`src/pkg/dsxmb_pkg.sv`:
```
package dsxmb_pkg;
   // ****************************************
   // widths and spaces
   // ****************************************
   localparam int ADDR_W = 16;
   localparam int DATA_W = 16;
   localparam logic [16:0] PROG_SPACE_WORDS = 17'h10000;
   localparam logic [16:0] DATA_SPACE_WORDS = 17'h10000;
   localparam logic [16:0] IO_SPACE_WORDS = 17'h10000;
   localparam logic [16:0] GLOBAL_SPACE_WORDS = 17'h08000;
   localparam logic [15:0] GLOBAL_BASE_RESET = 16'h8000;
   localparam logic [3:0] WAIT_RESET = 4'hF;
   localparam int WAKE_LOW_CYCLES = 5;
   localparam logic [2:0] WAKE_CNT_TOP = 3'(WAKE_LOW_CYCLES);

   typedef enum logic [1:0] {
      DSXMB_SP_PROG = 2'h0,
      DSXMB_SP_DATA = 2'h1,
      DSXMB_SP_IO = 2'h2
   } dsxmb_space_t;

   typedef enum logic [5:0] {
      DSXMB_IDLE = 6'h01,
      DSXMB_GRANT = 6'h02,
      DSXMB_WAIT = 6'h04,
      DSXMB_READY = 6'h08,
      DSXMB_HOLD = 6'h10,
      DSXMB_SLEEP = 6'h20
   } dsxmb_state_t;
endpackage

```
`src/rtl/dsxmb_bus.sv`:
```
`timescale 1ns/10ps
`default_nettype none
// How it works
// - program, data, io spaces of 64K words each; up to 32K global data words sit at the top of data space
// - one shared 16-bit address bus, space selects tell the spaces apart
// - address lines float in hold and while output float is low
// - in hold with bus request driven low outside, address lines are inputs
// - data bus floats unless writing or driving an outside DMA read; floats in reset and output float
// - during outside DMA, data lines carry words to and from on-chip RAM
// - space selects idle high; only the accessed space goes low
// - selects, direction, strobe, read select float in hold or output float
// - low ready stretches the cycle; ready is sampled again each cycle
// - after bus request, ready acts as grant; cycle waits for it
// - direction line high for read, low only during a write
// - strobe high, low only during an external bus cycle
// - read select low on every external read
// - sixteen programmable wait-state settings lengthen accesses
// - deep sleep stops core; five low cycles on an interrupt wake it
// - hold request answered, outside deep sleep, by floating lines and grant going low
// - bus request asserted during global data accesses
// - in hold, fetch indicator acknowledges outside RAM requests
// - write data driven from strobe fall, latched by memory at its rise
module dsxmb_bus
   import dsxmb_pkg::*;
(
   // clock and reset
   input wire logic clock,
   input wire logic rst,
   // core request side
   input wire logic req,
   input wire logic req_write,
   input wire logic [1:0] req_space,
   input wire logic req_fetch,
   input wire logic [15:0] req_addr,
   input wire logic [15:0] req_wdata,
   input wire logic [3:0] wait_cfg,
   input wire logic [15:0] global_base,
   input wire logic sleep_cmd,
   output logic done,
   output logic [15:0] rdata,
   output logic asleep,
   // on-chip RAM port for outside DMA
   output logic ram_en,
   output logic ram_we,
   output logic [15:0] ram_addr,
   output logic [15:0] ram_wdata,
   input wire logic [15:0] ram_rdata,
   // pins
   input wire logic output_float_n,
   input wire logic hold_req_n,
   input wire logic ready,
   input wire logic [3:0] external_interrupts_n,
   input wire logic [15:0] address_lines_in,
   output logic [15:0] address_lines_out,
   output logic address_lines_oe_n,
   input wire logic [15:0] data_lines_in,
   output logic [15:0] data_lines_out,
   output logic data_lines_oe_n,
   output logic program_space_select_n,
   output logic data_space_select_n,
   output logic io_space_select_n,
   output logic ctl_oe_n,
   input wire logic rw_in,
   output logic rw_out,
   input wire logic bus_cycle_strobe_in,
   output logic bus_cycle_strobe_out,
   output logic read_select_n,
   input wire logic bus_request_line_in,
   output logic bus_request_line_out,
   output logic bus_request_line_oe_n,
   output logic takeover_grant_n,
   output logic fetch_indicator_n
);
   typedef struct packed {
      dsxmb_state_t st;
      logic [3:0] wcnt;
      logic [2:0] wake;
      logic write;
      logic glob;
      logic done;
      logic [15:0] rdata;
      logic asleep;
      logic ram_en;
      logic ram_we;
      logic [15:0] ram_addr;
      logic [15:0] ram_wdata;
      logic [15:0] a_out;
      logic a_oe_n;
      logic [15:0] d_out;
      logic d_oe_n;
      logic ps_n;
      logic ds_n;
      logic is_n;
      logic ctl_oe_n;
      logic rw;
      logic bus_cycle_strobe;
      logic rd_n;
      logic br;
      logic br_oe_n;
      logic hlda_n;
      logic iaq_n;
      logic bus_cycle_strobe_q;
   } dsxmb_regs_t;

   dsxmb_regs_t r;
   dsxmb_regs_t next_r;
   logic any_int_low;
   logic dma_on;

   assign any_int_low = ~&external_interrupts_n;
   assign dma_on = (r.st == DSXMB_HOLD) && !bus_request_line_in;

   // ****************************************
   // bus sequencer
   // ****************************************
   always_comb begin
      next_r = r;
      next_r.done = 1'b0;
      next_r.ram_en = 1'b0;
      // float follows the pin at the next clock edge, in every state
      next_r.ctl_oe_n = !output_float_n || (r.st == DSXMB_HOLD) || (r.st == DSXMB_SLEEP);
      next_r.a_oe_n = next_r.ctl_oe_n;
      next_r.br_oe_n = !output_float_n || !r.glob;
      next_r.iaq_n = 1'b1;
      // write data drops off the pins at the next clock edge if output float goes low mid-cycle
      next_r.d_oe_n = r.bus_cycle_strobe || !r.write || !output_float_n;
      case (r.st)
         DSXMB_IDLE: begin
            next_r.d_oe_n = 1'b1;
            if (!hold_req_n) begin
               next_r.st = DSXMB_HOLD;
               next_r.hlda_n = 1'b0;
               next_r.ctl_oe_n = 1'b1;
               next_r.a_oe_n = 1'b1;
            end else if (sleep_cmd) begin
               next_r.st = DSXMB_SLEEP;
               next_r.asleep = 1'b1;
               next_r.wake = 3'h0;
            end else if (req) begin
               next_r.a_out = req_addr;
               next_r.write = req_write;
               next_r.ps_n = req_space != DSXMB_SP_PROG;
               next_r.ds_n = req_space != DSXMB_SP_DATA;
               next_r.is_n = req_space != DSXMB_SP_IO;
               next_r.iaq_n = !req_fetch;
               // global window sits at the top of data space
               next_r.glob = (req_space == DSXMB_SP_DATA) && (req_addr >= global_base)
                  && (17'(req_addr) >= DATA_SPACE_WORDS - GLOBAL_SPACE_WORDS);
               next_r.br = !next_r.glob;
               next_r.bus_cycle_strobe = 1'b0;
               next_r.rw = !req_write;
               next_r.rd_n = req_write;
               next_r.d_out = req_wdata;
               next_r.d_oe_n = !req_write || !output_float_n;
               next_r.wcnt = wait_cfg;
               next_r.st = next_r.glob ? DSXMB_GRANT : (wait_cfg != 4'h0) ? DSXMB_WAIT : DSXMB_READY;
            end
         end
         DSXMB_GRANT: begin
            if (ready) begin
               next_r.st = (r.wcnt != 4'h0) ? DSXMB_WAIT : DSXMB_READY;
            end
         end
         DSXMB_WAIT: begin
            next_r.wcnt = r.wcnt - 4'h1;
            if (r.wcnt == 4'h1) begin
               next_r.st = DSXMB_READY;
            end
         end
         DSXMB_READY: begin
            if (ready) begin
               next_r.done = 1'b1;
               if (!r.write) begin
                  next_r.rdata = data_lines_in;
               end
               next_r.st = DSXMB_IDLE;
               next_r.ps_n = 1'b1;
               next_r.ds_n = 1'b1;
               next_r.is_n = 1'b1;
               next_r.bus_cycle_strobe = 1'b1;
               next_r.rw = 1'b1;
               next_r.rd_n = 1'b1;
               next_r.br = 1'b1;
               next_r.glob = 1'b0;
               next_r.br_oe_n = !output_float_n;
               next_r.d_oe_n = 1'b1;
            end
         end
         DSXMB_HOLD: begin
            next_r.d_oe_n = 1'b1;
            // outside master owns the pins; on-chip RAM follows them
            if (dma_on) begin
               next_r.iaq_n = 1'b0;
               next_r.ram_addr = address_lines_in;
               next_r.ram_we = !rw_in;
               next_r.ram_wdata = data_lines_in;
               next_r.ram_en = r.bus_cycle_strobe_q && !bus_cycle_strobe_in;
               // read data out while the master reads with strobe low
               next_r.d_out = ram_rdata;
               next_r.d_oe_n = !output_float_n || !rw_in || bus_cycle_strobe_in;
            end
            if (hold_req_n) begin
               next_r.st = DSXMB_IDLE;
               next_r.hlda_n = 1'b1;
            end
         end
         DSXMB_SLEEP: begin
            next_r.d_oe_n = 1'b1;
            next_r.wake = any_int_low ? ((r.wake == WAKE_CNT_TOP) ? r.wake : r.wake + 3'h1)
                                      : 3'h0;
            if (any_int_low && r.wake == WAKE_CNT_TOP - 3'h1) begin
               next_r.st = DSXMB_IDLE;
               next_r.asleep = 1'b0;
            end
         end
         default: begin
            next_r.st = DSXMB_IDLE;
         end
      endcase
      next_r.bus_cycle_strobe_q = bus_cycle_strobe_in;
   end

   always_ff @(posedge clock) begin
      if (rst) begin
         r <= '{st: DSXMB_IDLE, wcnt: 4'h0, wake: 3'h0, write: 1'b0, glob: 1'b0,
                done: 1'b0, rdata: 16'h0000, asleep: 1'b0, ram_en: 1'b0,
                ram_we: 1'b0, ram_addr: 16'h0000, ram_wdata: 16'h0000,
                a_out: 16'h0000, a_oe_n: 1'b0, d_out: 16'h0000, d_oe_n: 1'b1,
                ps_n: 1'b1, ds_n: 1'b1, is_n: 1'b1, ctl_oe_n: 1'b0, rw: 1'b1,
                bus_cycle_strobe: 1'b1, rd_n: 1'b1, br: 1'b1, br_oe_n: 1'b1, hlda_n: 1'b1,
                iaq_n: 1'b1, bus_cycle_strobe_q: 1'b1};
      end else begin
         r <= next_r;
      end
   end

   assign done = r.done;
   assign rdata = r.rdata;
   assign asleep = r.asleep;
   assign ram_en = r.ram_en;
   assign ram_we = r.ram_we;
   assign ram_addr = r.ram_addr;
   assign ram_wdata = r.ram_wdata;
   assign address_lines_out = r.a_out;
   assign address_lines_oe_n = r.a_oe_n;
   assign data_lines_out = r.d_out;
   assign data_lines_oe_n = r.d_oe_n;
   assign program_space_select_n = r.ps_n;
   assign data_space_select_n = r.ds_n;
   assign io_space_select_n = r.is_n;
   assign ctl_oe_n = r.ctl_oe_n;
   assign rw_out = r.rw;
   assign bus_cycle_strobe_out = r.bus_cycle_strobe;
   assign read_select_n = r.rd_n;
   assign bus_request_line_out = r.br;
   assign bus_request_line_oe_n = r.br_oe_n;
   assign takeover_grant_n = r.hlda_n;
   assign fetch_indicator_n = r.iaq_n;
endmodule
`default_nettype wire
```
`config.mk`:
```
export PLATFORM = sky130hd
export DESIGN_NAME = dsxmb_bus
export DESIGN_NICKNAME = d
export VERILOG_FILES = /design/src/pkg/dsxmb_pkg.sv /design/src/rtl/dsxmb_bus.sv
export SDC_FILE = /design/constraint.sdc
export NUM_CORES = 1
export LEC_CHECK = 0
export BUFFER_PORTS_ARGS = -buffer_cell sky130_fd_sc_hd__buf_4
export CAP_MARGIN = 20
export CORE_MARGIN = 2
export CORE_UTILIZATION = 33
export DETAILED_ROUTE_END_ITERATION = 8
export PLACE_DENSITY = 0.64
export SYNTH_ARGS = -nofsm -noshare
export SYNTH_HDL_FRONTEND = slang
export SYNTH_SLANG_ARGS = --single-unit
```
`constraint.sdc`:
```
create_clock -name clock -period 1.8 [get_ports clock]
set_input_delay 0.18 -clock clock [delete_from_list [all_inputs] [get_ports clock]]
set_output_delay 0.18 -clock clock [all_outputs]
set_load 0.01 [all_outputs]
```
Word level (Yosys, flattened, before mapping)
Index checks and enable logic that the tools add are counted.
Storage, ports and cells
  flip-flop bits (word level): 113
Operators by class
  add/subtract/negate cells: 2
  $lt $le $gt $ge: 2
  equal/unequal tests: 25
  muxes and demuxes: 52
  bitwise operators: 5
  reductions and logical operators: 43
Operator list (count)
  20-bit 2-to-1 mux: 3
  6-bit 2-to-1 mux: 7
  6-bit one-hot mux with 6 select lines: 1
  4-bit 2-to-1 mux: 8
  16-bit one-hot mux with 2 select lines: 1
  2-bit inequality test (second input constant): 11
  4-bit AND reduction: 5
  18-bit 2-to-1 mux: 1
  17-bit 2-to-1 mux: 1
  16-bit >= comparator: 1
  16-bit >= comparator (second input constant): 1
  16-bit 2-to-1 mux: 1
  4-bit one-hot mux with 2 select lines: 2
  1-bit 2-to-1 mux: 13
  3-bit one-hot mux with 2 select lines: 2
  1-bit logical NOT: 10
  10-bit 2-to-1 mux: 1
  5-bit AND reduction: 2
  2-bit nonzero test: 5
  3-bit 2-to-1 mux: 3
  9-bit 2-to-1 mux: 1
  1-bit logical OR: 8
  4-bit nonzero test: 2
  3-bit == test (second input constant): 2
  other kinds (25): 37

Depth between registers and ports, before layout
Gate-level depths: netlist of the first run.
  depth after elaboration: 8
  gate-level depth with buffers: 8
  gate-level depth less buffers: 8

Worst setup path after synthesis of the first run
OpenSTA, ideal clock, no wires.
  path type: flip-flop to flip-flop
  start: register r[107] in the netlist's numbering
  end: register r, in the netlist ram_wdata[10]
  library setup time: 132 ps
  arrival: 1551 ps
  slack: 116 ps
  stages on the path, launching flop included: 9
  buffers on the path: 3
  cell sequence: dfxtp_1 -> nor4_4 -> nand3_4 -> or2_1 -> buf_6 -> buf_6 -> buf_6 -> nand2_1 -> a21oi_1
On the way
  longest elaborated chain between the ends: 3
RTL lines
  start: declaration: RTL line dsxmb_bus.sv:105  | dsxmb_regs_t r;
  start signal: assignment: RTL line dsxmb_bus.sv:225  | r <= '{st: DSXMB_IDLE, wcnt: 4'h0, wake: 3'h0, write: 1'b0, glob: 1'b0,
  start signal: assignment: RTL line dsxmb_bus.sv:233  | r <= next_r;
  6-bit by 5-bit == test with 1-bit output *: RTL line dsxmb_bus.sv:111, dsxmb_bus.sv:127
  1-bit logical AND: RTL line dsxmb_bus.sv:111  | assign dma_on = (r.st == DSXMB_HOLD) && !bus_request_line_in;
  2-bit AND reduction (no source line) *
Every way passes the cells marked *; elsewhere a longest branch is shown, timed or not.
A chain may end at the register's enable or synchronous reset.

Worst setup path in the final report of the first run
  start: register r[111] in the netlist's numbering
  end: register r[110] in the netlist's numbering
On the way
  longest elaborated chain between the ends: 3
RTL lines
  6-bit by 1-bit == test with 1-bit output, or another cell as far along: RTL line dsxmb_bus.sv:127  | case (r.st)
  4-bit inequality test (no source line), or another cell as far along
  6-bit AND reduction (no source line)
Parallel ways exist; a longest one is shown, timed or not.

==> results_dict.tcl, run 1 <==
set metrics [dict create \
    cts_buffer_depth 2 \
    wl_met3_um 726 \
    port_buffers 214 \
    crit_type "flop to flop" \
    post_drt_wl_per_cell_um 14.3 \
    tritoncts "done" \
    cts_root_buf "clkbuf_16" \
    synth_most_common_cell "nand2_1" \
    finalClockSkew_ns 0.00778 \
    dieArea_mm2 0.0180 \
    initial_utilization_pct 33.8 \
    die_w_um 134 \
    finalMaxSlewViolations 0 \
    final_nets 990 \
    cts.clk_slew.worst_paths_ns 0.08 \
    drc 0 \
    p_leak_uw 0.00323 \
    die_y_um 134 \
    synth_seq_cells 112 \
    netlist-cell-type-count 55 \
    drt_iter0_drc 234 \
    via_count 5010 \
    routed_via_density 4.66 \
    cts_sinks 112 \
    clk_latency_ns 0.35 \
    design_area_mm2 0.00754 \
    synthFlopType "dfxtp_1" \
    max_freq_ghz 0.550 \
    layout-area-overhead-vs-synth_pct 34.5 \
    rsz0062_at_grt "yes" \
    max_cap_violations 0 \
    grt_max_degree 43 \
    powerDensity_mw_per_mm2 766 \
    finalCriticalPeriod_ns 1.82 \
    antennaDiodeCount 0 \
    htreeDepth 3 \
    violations "negative setup slack" \
    place_congestion 0.803 \
    synth_top_area_share_pct 40.0 \
    yosys.area.top_type "dfxtp_1" \
    max_slew_margin_pct 67.3 \
    ys_seq_area_share_pct 40.0 \
    ant_nets 0 \
    worstSetupEndpointType "flop" \
    setup_viol 2 \
    critPathRequiredTime_ns 2.05 \
    synth_edf_count 0 \
    dr_wl_met2_um 7550 \
    synth_common_cells "nand2_1, dfxtp_1, buf_4" \
    place_area_mm2 0.00704 \
    synth_area_mm2 0.00561 \
    hold_slack_ns 0.0316 \
    vdd_ir_drop_max_mv 0.444 \
    antenna_found_initial 0 \
    layout_setup_ws_ns -0.0198 \
    yosys-top-cells-area "dfxtp_1, nand2_1, buf_4" \
    drive_above_1_share_pct 38.2 \
    grt_pass1_wl_um 23800 \
    critPathMaxFanout 4 \
    synth_fp_nets 831 \
    p_total_uw 5780 \
    cts_buffers 9 \
    grt_pass1_vias 4755 \
    grt_usage_pct 16.5 \
    worstPathArrival_ns 2.07 \
    num_rows 47 \
    post-dp-hpwl_um 11300 \
    syn_inst 692 \
    max_slew.worst_pin.slew_ns 0.486 \
    synth.avg_cell_area_um2 8.10 \
    start_kind "flop" \
    fin_crit_sh_pct 101 \
    highest_layer "met4" \
    dp_cells 1048 \
    status "finished, violations left" \
    grt_remaining_overflow 0 \
    hold_violations 0 \
    worstHoldPathType "input port to flop" \
    wl_met1_um 6730 \
    instances_no_fill 1076 \
    io_pins 215 \
    async_reset_ff_share_pct 0 \
    dp_worst_setup_slack_ns -0.211 \
    routed_wl_um 15400 \
    synth_warnings 0 \
    core_area_mm2 0.0166 \
    drtPass1Iterations 6 \
]
path summary, 6_finish.rpt:
path / start / end / slack, ns / depth (start not counted)
setup reg to reg: r[111]$_SDFFE_PP0P_ / r[110]$_SDFFE_PP0P_ / -0.02 / 7
hold reg to reg: r[0]$_SDFF_PP1_ / ram_en$_SDFF_PP0_ / 0.42 / 2
setup / recovery: r[111]$_SDFFE_PP0P_ / r[110]$_SDFFE_PP0P_ / -0.02 / 7
hold / removal: output_float_n / bus_request_line_oe_n$_SDFF_PP1_ / 0.03 / 2
through the flow:
stage | util, % | TNS (ns)
2_1_floorplan | - | 0
3_3_place_gp | 42.5 | -0.519
3_5_place_dp | 42.5 | -0.654
4_1_cts | 44.5 | -0.00206
5_1_grt | 45.5 | -0.667
6_report | 45.5 | -0.0238
cell usage in the layout (no fill, tap or decap), types with 3 or more instances in the layout:
| cell | Yosys | final |
|---|---|---|
| nor3_1 | 5 | 4 |
| inv_1 | 31 | 31 |
| buf_4 | 82 | 255 |
| nor2_1 | 25 | 25 |
| o32ai_1 | 4 | 4 |
| nand3b_1 | 4 | 4 |
| nand2_1 | 171 | 169 |
| nor4_4 | 2 | 4 |
| nor2_2 | 11 | 10 |
| a21oi_1 | 80 | 79 |
| dfxtp_1 | 112 | 108 |
| a31oi_1 | 3 | 3 |
| nand2b_1 | 3 | 3 |
| a211oi_1 | 13 | 13 |
| buf_12 | 1 | 6 |
| nor3b_1 | 4 | 4 |
| a211oi_2 | 9 | 9 |
| nand3_1 | 4 | 4 |
| o21ai_1 | 16 | 15 |
| clkbuf_16 | 0 | 10 |
| nand4_1 | 4 | 4 |
| o21ai_0 | 11 | 10 |
| ha_1 | 21 | 21 |
| dfxtp_2 | 0 | 4 |
cell families after synthesis:
group / after synthesis / synth area share [%]
AND/OR/NAND/NOR: 258 / 21.8
multiplexers: 1 / 0.179
buffers and inverters: 148 / 16.6
flip-flops: 112 / 40.0
adder cells (fa/ha/maj): 21 / 4.69
AO/OA/AOI/OAI: 152 / 16.8
power breakdown:
part / internal, uW / switching (uW) / leakage, uW / total, uW
Sequential: 2580 / 74.4 / 0.000908 / 2660
Clock: 962 / 971 / 0.000135 / 1930
Combinational: 620 / 568 / 0.00219 / 1190
registers in the layout (all words and copies together) (netlist names), 16 cells and up:
signal	cells
ram_addr	16
ram_wdata	16
r	16
address_lines_out	16
data_lines_out	16
rdata	16
final cells by class:
| class | count | area (um2) |
|---|---|---|
| clock buffer | 10 | 229 |
| clock inverter | 6 | 50.0 |
| fill | 1667 | 9040 |
| inverter | 31 | 116 |
| multi-input combinational | 433 | 2540 |
| sequential | 112 | 2250 |
| tap | 220 | 275 |
| timing repair buffer | 264 | 2080 |
worst max-delay path: stages (launching register included):
cell and delay, ns:
dfxtp_2 0.35, nor4_4 0.34, buf_4 0.17, nand3b_1 0.15
buf_4 0.18, o221ai_4 0.21, nor4_4 0.09, o221a_1 0.23
metal layers:
| metal | up-vias | GRT usage, % |
|---|---|---|
| met5 | - | 0 |
| met4 | 0 | 7.78 |
| met3 | 27 | 2.76 |
| met2 | 139 | 27.7 |
| met1 | 2294 | 20.5 |
| li1 | 2550 | - |
timing repair:
action	4_1_cts	5_1_grt
cloned	1	1
setup buffers	3	6
hold buffers	1	0
resized for setup	3	21
pin swaps	2	6
endpoints found under the hold margin	1	0
setup endpoints to repair	8	56
Note: power is estimated with default switching activity, not from simulation.
==> run 2, diff against run 1 <==
--- a/config.mk
+++ b/config.mk
@@ -7,10 +7,13 @@
 export LEC_CHECK = 0
 export BUFFER_PORTS_ARGS = -buffer_cell sky130_fd_sc_hd__buf_4
 export CAP_MARGIN = 20
+export CELL_PAD_IN_SITES_DETAIL_PLACEMENT = 2
+export CELL_PAD_IN_SITES_GLOBAL_PLACEMENT = 2
 export CORE_MARGIN = 2
-export CORE_UTILIZATION = 33
+export CORE_UTILIZATION = 27
+export CTS_CLUSTER_DIAMETER = 60
 export DETAILED_ROUTE_END_ITERATION = 8
-export PLACE_DENSITY = 0.64
+export PLACE_DENSITY = 0.86
 export SYNTH_ARGS = -nofsm -noshare
 export SYNTH_HDL_FRONTEND = slang
 export SYNTH_SLANG_ARGS = --single-unit
==> results_dict.tcl, run 2 (synthesis gave the netlist of run 1 again) <==
set metrics [dict create \
    timing.rr.end "r[110]$_SDFFE_PP0P_" \
    finalCriticalPeriod_ns 1.81 \
    critPathMaxFanout 5 \
    rsz0062_at_grt "yes" \
    start_kind "flop" \
    critPathMaxStageDelay_ns 0.37 \
    crit_chain "nor4_4 > buf_4 > nand4b_1 > o221ai_2 > buf_4 > nor4_2 > o221a_1" \
    p_leak_uw 0.00325 \
    grt_pass1_wl_um 29600 \
    max_slew.worst_pin.slew_ns 0.609 \
    ant_nets 0 \
    drc 0 \
    antenna_found_initial 0 \
    max_cap_violations 0 \
    violations "negative setup slack" \
    hold_slack_ns 0.0203 \
    cts_buffers 9 \
    vdd_ir_drop_max_mv 0.436 \
    seq_area_mm2 0.00225 \
    grt_remaining_overflow 0 \
    grt_max_degree 33 \
    die_w_um 148 \
    grt_usage_pct 17.1 \
    max_freq_ghz 0.552 \
    routed_wl_um 19400 \
    critPathRequiredTime_ns 2.04 \
    antennaDiodeCount 0 \
    layout-area-overhead-vs-synth_pct 36.6 \
    die_y_um 148 \
    r2r-start "r[110]$_SDFFE_PP0P_" \
    post_drt_wl_per_cell_um 17.2 \
    via_count 5207 \
    drive_above_1_share_pct 39.6 \
    port_buffers 214 \
    multi_input_area_mm2 0.00256 \
    final_common_cell "buf_4" \
    crit_type "flop to flop" \
    dp_cells 1095 \
    powerDensity_mw_per_mm2 788 \
    tritoncts "done" \
    grt_pass1_vias 5489 \
    layout_setup_ws_ns -0.0125 \
    final_nets 989 \
    core_area_mm2 0.0203 \
    slowest_stage "dfxtp_4" \
    worstPathArrival_ns 2.06 \
    worstHoldPathType "input port to flop" \
    holdPathEnd "bus_request_line_oe_n$_SDFF_PP1_" \
    num_rows 52 \
    cts_sinks 112 \
    instances_no_fill 1125 \
    reg2reg_depth 7 \
    place_congestion 0.740 \
    post-dp-hpwl_um 14700 \
    routed_via_density 4.63 \
    whs_path_depth 2 \
    drt_iter0_drc 98 \
    dieArea_mm2 0.0219 \
    hold_violations 0 \
    holdCritStartpoint "output_float_n" \
    io_pins 215 \
    initial_utilization_pct 27.6 \
    fin_crit_sh_pct 101 \
    finalClockSkew_ns 0.0107 \
    critPathTopFamily "simple AND/OR/NAND/NOR gates" \
    htreeDepth 3 \
    crit_cells 7 \
    final_cell_mix "buf_4, nand2_1, dfxtp_1" \
    status "finished, violations left" \
    path_buf_inv 2 \
    cts_buffer_depth 2 \
    max_slew_margin_pct 59.0 \
    cts.clk_slew.worst_paths_ns 0.08 \
    crit_top_cell "buf_4" \
    setup_viol 1 \
    finalMaxSlewViolations 0 \
    cts_root_buf "clkbuf_16" \
    clk_latency_ns 0.36 \
    reg2reg_slack_ns -0.01 \
    worstSetupEndpointType "flop" \
    drtPass1Iterations 4 \
    fillers 2345 \
]
[run 2: power breakdown]
part	internal [uW]	switching [uW]	total (uW)
combinational	626	608	1230
sequential	2580	80.1	2660
clock	1130	1000	2140
[run 2: through the flow]
stage          setup WS, ns  util [%]  area [um2]  TNS, ns  total power, uW
6_report            -0.0125      37.7        7660  -0.0125             6040
4_1_cts             0.00152      36.6        7440        0             6060
5_1_grt              -0.124      37.7        7660    -1.22             6390
2_1_floorplan         0.116         -        5610        0             3330
3_3_place_gp         -0.133      34.9        7080   -0.307             3810
3_5_place_dp         -0.249      34.9        7080    -2.83             3860
[run 2: layout make-up]
type / count / area share (%)
Timing Repair Buffer: 262 / 27.2
Inverter: 31 / 1.52
Clock buffer: 11 / 3.17
Sequential cell: 112 / 29.4
Tap cell: 270 / 4.41
Clock inverter: 5 / 0.817
Multi-Input combinational cell: 434 / 33.5
[run 2: worst max path at each step]
stage,startpoint,to,slack (ns)
2_1_floorplan,r[107]$_SDFFE_PP1P_,ram_wdata[10]$_SDFFE_PP0P_,0.12
6_report,r[110]$_SDFFE_PP0P_,r[110]$_SDFFE_PP0P_,-0.01
3_3_place_gp,req_addr[2],r[109]$_SDFFE_PP0P_,-0.13
5_1_grt,r[110]$_SDFFE_PP0P_,r[110]$_SDFFE_PP0P_,-0.12
3_5_place_dp,req_addr[13],r[109]$_SDFFE_PP0P_,-0.25
4_1_cts,r[112]$_SDFFE_PP0P_,r[107]$_SDFFE_PP1P_,0.002
[run 2: repair_timing]
| item | 4_1_cts | 5_1_grt |
|---|---|---|
| buffers inserted | 1 | 10 |
| pin swaps | 3 | 9 |
| cloned | 0 | 2 |
| hold buffers | 1 | 0 |
| resized for setup | 8 | 36 |
| setup endpoints to repair | 65 | 38 |
| hold endpoints to repair | 1 | 0 |
[run 2: routing by layer]
metal | part of all wire [%] | vias up | GRT usage [%]
met5 | 0 | - | 0
met4 | 1.6 | 0 | 5.38
met3 | 7.4 | 15 | 5.15
met2 | 49 | 154 | 29.9
met1 | 42 | 2496 | 20.1
li1 | - | 2542 | -
